$ cat config.mk
export PLATFORM = sky130hd
export DESIGN_NAME = pwr_guard
export DESIGN_NICKNAME = d
export VERILOG_FILES = /design/src/hw/pwr_guard_pkg.sv /design/src/hw/pwr_guard.sv /design/src/hw/pin_keeper.sv
export SDC_FILE = /design/constraint.sdc
export NUM_CORES = 1
export LEC_CHECK = 0
export ABC_AREA = 1
export BUFFER_PORTS_ARGS = -buffer_cell sky130_fd_sc_hd__buf_2
export CORE_UTILIZATION = 25
export CTS_CLUSTER_SIZE = 24
export DETAILED_ROUTE_END_ITERATION = 8
export PLACE_DENSITY = 0.51
export SYNTH_ARGS = -nofsm -noshare
export SYNTH_HDL_FRONTEND = slang
export SYNTH_SLANG_ARGS = --single-unit
$ cat constraint.sdc
create_clock -name clk_i -period 1.85 [get_ports clk_i]
set_input_delay 0.0925 -clock clk_i [delete_from_list [all_inputs] [get_ports clk_i]]
set_output_delay 0.0925 -clock clk_i [all_outputs]
set_load 0.005 [all_outputs]
$ cat src/hw/pwr_guard_pkg.sv
// Package for the power-down and program-protection block.
// Assumes a single 25 MHz clock and an active-low asynchronous reset.
package pwr_guard_pkg;

  localparam int unsigned N_PINS = 8;
  localparam int unsigned N_CELLS = 8;
  localparam int unsigned SIG_W = 16;
  localparam int unsigned PORT_PINS = 4;

  // Register index map on the plain register port.
  localparam logic [3:0] REG_CTRL = 4'h0;
  localparam logic [3:0] REG_STATUS = 4'h1;
  localparam logic [3:0] REG_SIG = 4'h2;
  localparam logic [3:0] REG_PATTERN = 4'h3;
  localparam logic [3:0] REG_SLEW = 4'h4;
  localparam logic [3:0] REG_CELL_USED = 4'h5;
  localparam logic [3:0] REG_CELL_LOWPWR = 4'h6;
  localparam logic [3:0] REG_PROG = 4'h7;

  // Control field positions.
  localparam int unsigned CTRL_SLEEP_EN = 0;
  localparam int unsigned CTRL_KEEPER_EN = 1;
  localparam int unsigned CTRL_PORT_DIS = 2;
  localparam int unsigned CTRL_FUSE = 3;
  localparam int unsigned CTRL_W = 4;

  // Program register field positions.
  localparam int unsigned PROG_START = 0;
  localparam int unsigned PROG_DONE = 1;
  localparam int unsigned PROG_ABORT = 2;

  localparam logic [CTRL_W-1:0] CTRL_RST = 4'h0;
  localparam logic [N_PINS-1:0] SLEW_RST = 8'h00;
  localparam logic [N_PINS-1:0] POLARITY_RST = 8'h00;
  localparam logic [31:0] PATTERN_ERASED = 32'hFFFFFFFF;
  localparam logic [SIG_W-1:0] SIG_RST = 16'h0000;
  localparam logic [31:0] REFUSED_WORD = 32'h00000000;

  // Idle cycles before automatic standby.
  localparam int unsigned IDLE_NS = 400;
  localparam int unsigned CLK_NS = 40;
  localparam int unsigned IDLE_CYC = (IDLE_NS + CLK_NS - 1) / CLK_NS;
  localparam logic [7:0] IDLE_COUNT = 8'(IDLE_CYC);

  typedef enum logic [3:0] {
    ST_RUN = 4'b0001,
    ST_SLEEP = 4'b0010,
    ST_PROG = 4'b0100,
    ST_LOCK = 4'b1000
  } mode_e;

  typedef struct packed {
    logic [N_PINS-1:0] val;
    logic [N_PINS-1:0] oe;
  } pin_drive_s;

  typedef struct packed {
    logic [3:0] addr;
    logic [31:0] wdata;
    logic wr;
    logic rd;
  } reg_req_s;

endpackage

$ cat src/hw/pwr_guard.sv
// Power-down, standby, keeper and program protection of a logic part.
// Assumes pins synchronous to clk_i and a plain register port.
// What this block does
// Either sleep pin high enters power-down.
// Power-down holds internal state and outputs.
// Pin changes ignored until sleep pin low.
// Sleep pin is not user I/O then.
// Sleep pin cell stays usable internally.
// Keeper holds last driven pin level.
// Idle logic drops into automatic standby.
// Unused low-power cells are turned down.
// Reset initialises registers, outputs follow polarity.
// System meets setup before first clock.
// Clocks stay still during power-up reset; the bench keeps clk_i running through reset.
// Programmed fuse refuses pattern read-back.
// User signature stays readable always.
// Interrupted programming locks and tri-states pins.
// Keepers hold pins during programming.
// Outputs slow unless fast is configured.
// Disabled test port gives four user pins.
// Fresh part holds the erased pattern.
// Leaving power-down resumes without reinitialising.
//
// Strobed register access and the placing of the registers are this design's own decisions.
`timescale 1ns/1ps
module pwr_guard
(
  input wire logic clk_i,
  input wire logic rst_n_i,
  input wire logic sleep_pin_a_i,
  input wire logic sleep_pin_b_i,
  input wire logic [pwr_guard_pkg::N_PINS-1:0] pin_in_i,
  input wire logic [pwr_guard_pkg::N_PINS-1:0] pin_drv_i,
  input wire logic [pwr_guard_pkg::N_PINS-1:0] ext_drv_i,
  input wire logic [pwr_guard_pkg::N_PINS-1:0] ext_oe_i,
  input wire logic [pwr_guard_pkg::PORT_PINS-1:0] port_in_i,
  input wire logic [3:0] reg_addr_i,
  input wire logic [31:0] reg_wdata_i,
  input wire logic reg_wr_i,
  input wire logic reg_rd_i,
  output logic [31:0] reg_rdata_o,
  output logic [pwr_guard_pkg::N_PINS-1:0] pin_out_o,
  output logic [pwr_guard_pkg::N_PINS-1:0] pin_oe_o,
  output logic [pwr_guard_pkg::N_PINS-1:0] pin_fast_o,
  output logic [pwr_guard_pkg::PORT_PINS-1:0] port_user_o,
  output logic [pwr_guard_pkg::N_CELLS-1:0] cell_off_o,
  output logic cascade_o,
  output logic sleeping_o,
  output logic standby_o,
  output logic locked_o
);
  import pwr_guard_pkg::*;

  mode_e mode;
  mode_e next_mode;
  logic [CTRL_W-1:0] ctrl;
  logic [N_PINS-1:0] slew_fast;
  logic [N_PINS-1:0] polarity;
  logic [N_CELLS-1:0] cell_used;
  logic [N_CELLS-1:0] cell_lowpwr;
  logic [SIG_W-1:0] signature;
  logic [31:0] pattern;
  logic [N_PINS-1:0] core_q;
  logic [N_PINS-1:0] in_prev;
  logic [7:0] idle_cnt;
  logic [N_PINS-1:0] keep_level;
  logic sleep_req;
  logic active;
  logic wr_ok;
  pin_drive_s ext_drive;
  logic [N_PINS-1:0] drv_eff;

  // ----------------------------------------------------------------
  // Mode control
  // ----------------------------------------------------------------
  assign sleep_req = ctrl[CTRL_SLEEP_EN] && (sleep_pin_a_i || sleep_pin_b_i);
  assign wr_ok = reg_wr_i && (mode != ST_LOCK);

  always_comb
  begin
    next_mode = mode;
    unique case (mode)
      ST_RUN:
        if (wr_ok && reg_addr_i == REG_PROG && reg_wdata_i[PROG_START])
          next_mode = ST_PROG;
        else if (sleep_req)
          next_mode = ST_SLEEP;
      ST_SLEEP:
        if (!sleep_req)
          next_mode = ST_RUN;
      // Abort outranks done when both bits arrive in one write.
      ST_PROG:
        if (reg_wr_i && reg_addr_i == REG_PROG && reg_wdata_i[PROG_ABORT])
          next_mode = ST_LOCK;
        else if (reg_wr_i && reg_addr_i == REG_PROG && reg_wdata_i[PROG_DONE])
          next_mode = ST_RUN;
      // Only a fresh start leaves the locked state.
      ST_LOCK:
        if (reg_wr_i && reg_addr_i == REG_PROG && reg_wdata_i[PROG_START])
          next_mode = ST_PROG;
      default:
        next_mode = ST_RUN;
    endcase
  end

  always_ff @(posedge clk_i or negedge rst_n_i)
  begin
    if (!rst_n_i)
      mode <= ST_RUN;
    else
      mode <= next_mode;
  end

  // ----------------------------------------------------------------
  // Configuration registers
  // ----------------------------------------------------------------
  // Configuration is only accepted while the part is being programmed.
  always_ff @(posedge clk_i or negedge rst_n_i)
  begin
    if (!rst_n_i)
    begin
      ctrl <= CTRL_RST;
      slew_fast <= SLEW_RST;
      polarity <= POLARITY_RST;
      cell_used <= '0;
      cell_lowpwr <= '0;
      signature <= SIG_RST;
    end
    else if (mode == ST_PROG && reg_wr_i)
    begin
      unique case (reg_addr_i)
        REG_CTRL: ctrl <= reg_wdata_i[CTRL_W-1:0];
        REG_SLEW: slew_fast <= reg_wdata_i[N_PINS-1:0];
        REG_CELL_USED: cell_used <= reg_wdata_i[N_CELLS-1:0];
        REG_CELL_LOWPWR: cell_lowpwr <= reg_wdata_i[N_CELLS-1:0];
        REG_SIG: signature <= reg_wdata_i[SIG_W-1:0];
        REG_STATUS: polarity <= reg_wdata_i[N_PINS-1:0];
        default: ;
      endcase
    end
  end

  // The configuration pattern is not kept over reset: every reset loads it erased.
  always_ff @(posedge clk_i or negedge rst_n_i)
  begin
    if (!rst_n_i)
      pattern <= PATTERN_ERASED;
    else if (mode == ST_PROG && reg_wr_i && reg_addr_i == REG_PATTERN)
      pattern <= reg_wdata_i;
  end

  // ----------------------------------------------------------------
  // User logic core and held state
  // ----------------------------------------------------------------
  always_ff @(posedge clk_i or negedge rst_n_i)
  begin
    if (!rst_n_i)
    begin
      core_q <= '0;
      in_prev <= '0;
    end
    else if (mode == ST_RUN)
    begin
      core_q <= pin_drv_i ^ pattern[N_PINS-1:0];
      in_prev <= pin_in_i;
    end
    // Sleep keeps both frozen, so pin changes are not seen. R02 R03
  end

  // Idle counter for automatic standby.
  assign active = (pin_in_i != in_prev) || (mode != ST_RUN);

  always_ff @(posedge clk_i or negedge rst_n_i)
  begin
    if (!rst_n_i)
      idle_cnt <= '0;
    else if (active)
      idle_cnt <= '0;
    else if (idle_cnt != IDLE_COUNT)
      idle_cnt <= idle_cnt + 8'h01;
  end

  // ----------------------------------------------------------------
  // Keeper
  // ----------------------------------------------------------------
  assign ext_drive.val = ext_drv_i;
  assign ext_drive.oe = ext_oe_i;

  // Keepers learn nothing while programming or asleep, as pins are ignored then.
  pin_keeper u_keeper
  (
    .clk_i(clk_i),
    .rst_n_i(rst_n_i),
    .keeper_en_i(ctrl[CTRL_KEEPER_EN]),
    .hold_i((mode == ST_PROG) || (mode == ST_SLEEP)),
    .ext_i(ext_drive),
    .level_o(keep_level)
  );

  // ----------------------------------------------------------------
  // Pin drivers
  // ----------------------------------------------------------------
  // Each pin's buffer polarity flips the core value before it leaves.
  assign drv_eff = core_q ^ polarity;

  always_ff @(posedge clk_i or negedge rst_n_i)
  begin
    if (!rst_n_i)
    begin
      pin_out_o <= POLARITY_RST;
      pin_oe_o <= '0;
      pin_fast_o <= '0;
    end
    else
    begin
      pin_fast_o <= slew_fast;
      unique case (next_mode)
        ST_RUN:
        begin
          pin_out_o <= drv_eff;
          pin_oe_o <= ~ext_oe_i;
        end
        ST_SLEEP:
        begin
          pin_out_o <= pin_out_o;
          pin_oe_o <= pin_oe_o;
        end
        ST_PROG:
        begin
          pin_out_o <= keep_level;
          pin_oe_o <= {N_PINS{ctrl[CTRL_KEEPER_EN]}};
        end
        ST_LOCK:
        begin
          pin_out_o <= '0;
          pin_oe_o <= '0;
        end
        default:
        begin
          pin_out_o <= '0;
          pin_oe_o <= '0;
        end
      endcase
    end
  end

  // ----------------------------------------------------------------
  // Status outputs
  // ----------------------------------------------------------------
  always_ff @(posedge clk_i or negedge rst_n_i)
  begin
    if (!rst_n_i)
    begin
      sleeping_o <= 1'b0;
      standby_o <= 1'b0;
      locked_o <= 1'b0;
      cell_off_o <= '0;
    end
    else
    begin
      sleeping_o <= (next_mode == ST_SLEEP);
      // Standby only rises once the idle count has saturated with no activity.
      standby_o <= (idle_cnt == IDLE_COUNT) && !active;
      locked_o <= (next_mode == ST_LOCK);
      // A cell is turned down only if it is unused and marked for low power.
      cell_off_o <= cell_lowpwr & ~cell_used;
    end
  end

  // Test-port pins act as user inputs; they are ignored while asleep.
  always_ff @(posedge clk_i or negedge rst_n_i)
  begin
    if (!rst_n_i)
      port_user_o <= '0;
    else if (next_mode != ST_SLEEP)
      port_user_o <= ctrl[CTRL_PORT_DIS] ? port_in_i : '0;
  end

  // Sleep pins feed no user logic; their cell still builds cascade. R04 R05
  always_ff @(posedge clk_i or negedge rst_n_i)
  begin
    if (!rst_n_i)
      cascade_o <= 1'b0;
    else if (mode == ST_RUN)
      cascade_o <= ^core_q;
  end

  // ----------------------------------------------------------------
  // Register read port
  // ----------------------------------------------------------------
  // Read data stand for one cycle after each cycle of reg_rd_i and are zero otherwise.
  always_ff @(posedge clk_i or negedge rst_n_i)
  begin
    if (!rst_n_i)
      reg_rdata_o <= '0;
    else if (reg_rd_i)
    begin
      unique case (reg_addr_i)
        REG_CTRL: reg_rdata_o <= 32'(ctrl);
        REG_STATUS: reg_rdata_o <= {24'h000000, mode, 1'b0, standby_o, locked_o,
                                    sleeping_o};
        REG_SIG: reg_rdata_o <= 32'(signature);
        REG_PATTERN: reg_rdata_o <= ctrl[CTRL_FUSE] ? REFUSED_WORD : pattern;
        REG_SLEW: reg_rdata_o <= 32'(slew_fast);
        REG_CELL_USED: reg_rdata_o <= 32'(cell_used);
        REG_CELL_LOWPWR: reg_rdata_o <= 32'(cell_lowpwr);
        default: reg_rdata_o <= '0;
      endcase
    end
    else
      reg_rdata_o <= '0;
  end
endmodule // pwr_guard

$ cat src/hw/pin_keeper.sv
// Per-pin keeper: remembers the last driven level of each pin.
// Assumes pin levels are synchronous to clk_i.
`timescale 1ns/1ps
module pin_keeper
(
  input wire logic clk_i,
  input wire logic rst_n_i,
  input wire logic keeper_en_i,
  input wire logic hold_i,
  input wire pwr_guard_pkg::pin_drive_s ext_i,
  output logic [pwr_guard_pkg::N_PINS-1:0] level_o
);
  import pwr_guard_pkg::*;

  genvar g;
  generate
    for (g = 0; g < N_PINS; g++)
    begin : g_keep
      always_ff @(posedge clk_i or negedge rst_n_i)
      begin
        if (!rst_n_i)
          level_o[g] <= 1'b0;
        else if (keeper_en_i && !hold_i && ext_i.oe[g])
          level_o[g] <= ext_i.val[g];
      end
    end
  endgenerate
endmodule // pin_keeper

==> metrics.cfg <==
[clocking]
cts.sinks=192
cts-root-buf=clkbuf_16
cts_tree=built
cts.htree.levels=4
clkTransAtPathRegs_ns=0.07
clk_latency_ns=0.44
cts_made_buffers=17
cts.path.max_buffers=2

[final_layout]
area_growth_pct=31.8
drive_above_1_share=0.248
nets=1177
instances_no_fill=1553
final_core_util=0.335

[sta]
finalHoldViolCount=0
worst_pin_slew_ns=0.634
finalMaxSlewViolations=0
rsz0062_at_grt=false
setup_viol=0
finClkSkew_ns=0.00955
max_freq_mhz=586
relSlewSlack=0.576
period_share=0.923
final.setup.tns_ns=0
final.min_clock_period_ns=1.71

[synthesis]
synthFlopType=dfrtp_1
ys_ff_latch=192
yosysWarnings=0
synth_area_um2=8240
yosysTopAreaCell=dfrtp_1
avgSynthCellArea_um2=9.44
netlist_instances=873
syn_nets=953
seq_area_frac_synth=0.588
synth_area_leaders=dfrtp_1 48%, dfstp_2 11%, nand2_1 9.0%
yosysTopAreaCellShare=0.483
synth_edf_count=0
synthTopCellsByCount=197 x nand2_1, 159 x dfrtp_1, 114 x inv_1
ys_types=35
synth.most_common_cell=nand2_1
async_flop_share=1.00

[drt]
num_vias=6531
drtIter0Drc=366
drt-vias-per-instance=4.21
wire_per_inst_um=14.5
wl_um=22500
first_pass_iters=6
drc=0
ant_nets=0

[critical_path]
cp_data_arrival_time_ns=2.06
cp_slowest_stage_delay_ns=0.45
crit_fanout=64
critical_path.startpoint_type=flip-flop
required_ns=2.20
cp_num_buf_inv=2
endpoint_kind=flip-flop
path_cells=nor2_2 > nand3_2 > inv_2 > nand2_8 > nor2_8 > buf_12 > nand2_1 > o21ai_0
crit_family=simple AND/OR/NAND/NOR gates
slowest_stage=dfrtp_1
critical_path_class=flip-flop to flip-flop

[placed_design]
placed_cells=1450
io_buffers=149
dp_hpwl_um=15700
gp_congestion=0.828

[outcome]
status=finished clean

[grt]
met1_usage=0.185
grt_use_met2=0.211
grt_busiest_layer=met2
antenna_found_initial=3
use_met3=0.0363
grt_pass1_vias=6340
track_usage=0.138
grt_overflow=0
grt_max_degree=65
grt_first_pass_wirelength_um=35600

[floorplanning]
dieHeight_um=184
die_area_um2=33700
die_w_um=184
initial_utilization=0.254
ios=150
row_count=66
core_um2=32500

[power]
ir_drop_mv=0.951
powerDensity_nw_per_um2=1060
p_leak_nw=5.42

[run]
drv_cap=0

[hold_path]
hp-class=primary input to flip-flop

==> worst paths after layout <==
check | startpoint | endpoint | slack (ns) | depth (start not counted)
max | mode[1] | pattern[22] | 0.14 | 8
min | reg_rd_i | reg_rdata_o[0] | 0.09 | 3
min in group asynchronous | rst_n_i | port_user_o[0] | 0.19 | 2
max reg2reg | mode[1] | pattern[22] | 0.14 | 8
min reg2reg | slew_fast[0] | pin_fast_o[0] | 0.38 | 0
max in group asynchronous | rst_n_i | pattern[14] | 0.95 | 3
==> cells by family after synthesis <==
kind of cell / share of synthesized area
XOR/XNOR: 0.0319
AND/OR/NAND/NOR: 0.202
flip-flops: 0.588
buffers and inverters: 0.0782
adder cells (fa/ha/maj): 0.00303
AO/OA/AOI/OAI: 0.0971
==> stage by stage <==
| stage | setup slack, ns | instance area [um2] | power, W | hold slack [ns] |
|---|---|---|---|---|
| 3_5_place_dp | 0.114 | 9540 | 0.00762 | 0.106 |
| 5_1_grt | 0.00730 | 10900 | 0.0123 | 0.122 |
| 4_1_cts | 0.108 | 10800 | 0.0117 | 0.0880 |
| 2_1_floorplan | 0.386 | 8240 | 0.00672 | -0.203 |
| 6_report | 0.143 | 10900 | 0.0116 | 0.0867 |
| 3_3_place_gp | 0.117 | 9540 | 0.00760 | 0.103 |
==> cell type report <==
class	count	area (um2)
inverters	118	443
clock inverters	11	149
diodes	1	2.50
fillers	3392	21600
repair buffers	234	1640
well taps	442	553
flip-flops and latches	192	4850
multi-input cells	534	2770
clock buffers	21	460
==> cell usage in the layout (no fill, tap or decap), types with 8 or more instances in the layout <==
cell type        n
nand2_1        197
nand3_1         28
o22ai_1         29
xor2_1          13
buf_4           10
nor4_1           8
nand2_2          8
nor2_1          47
buf_2          148
dlygate4sd3_1   69
dfrtp_1        159
dfstp_2         33
xnor2_1         17
clkbuf_16       17
inv_1          114
a21oi_1         14
o21ai_0         97
nor3_1          23
==> report_power, final <==
| part | total, W | internal (W) | switching, W | leakage [nW] |
|---|---|---|---|---|
| Clock | 0.00390 | 0.00222 | 0.00168 | 0.303 |
| Combinational | 0.00257 | 0.00108 | 0.00150 | 2.90 |
| Sequential | 0.00508 | 0.00473 | 0.000349 | 2.21 |
==> timing repair <==
item / in CTS / in global routing
endpoints found under the hold margin: 147 / 0
resized for setup: 0 / 2
endpoints found under the setup margin: 0 / 19
hold buffers: 69 / 0
setup buffers: 0 / 1
==> routing by layer <==
metal | vias to the layer above | routed length, um
li1 | 3240 | -
met4 | 4 | 401
met2 | 180 | 10300
met5 | - | 21
met3 | 25 | 1280
met1 | 3082 | 10500
==> tightest hold or removal path: cells and delay by family <==
family                 cells  cell delay (ns)
AO/OA/AOI/OAI              1             0.10
buffers and inverters      2             0.27
==> registers in the layout (all words and copies together) (netlist names), 4 cells and up <==
signal and cells:
cell_off_o 8, in_prev 8, cell_lowpwr 8, pin_out_o 8, pattern 32, pin_fast_o 8, core_q 8, polarity 8
reg_rdata_o 32, u_keeper.level_o 8, ctrl 4, pin_oe_o 8, cell_used 8, port_user_o 4, mode 4, idle_cnt 8
signature 16, slew_fast 8
No activity file was read; power rests on OpenSTA's default activity.
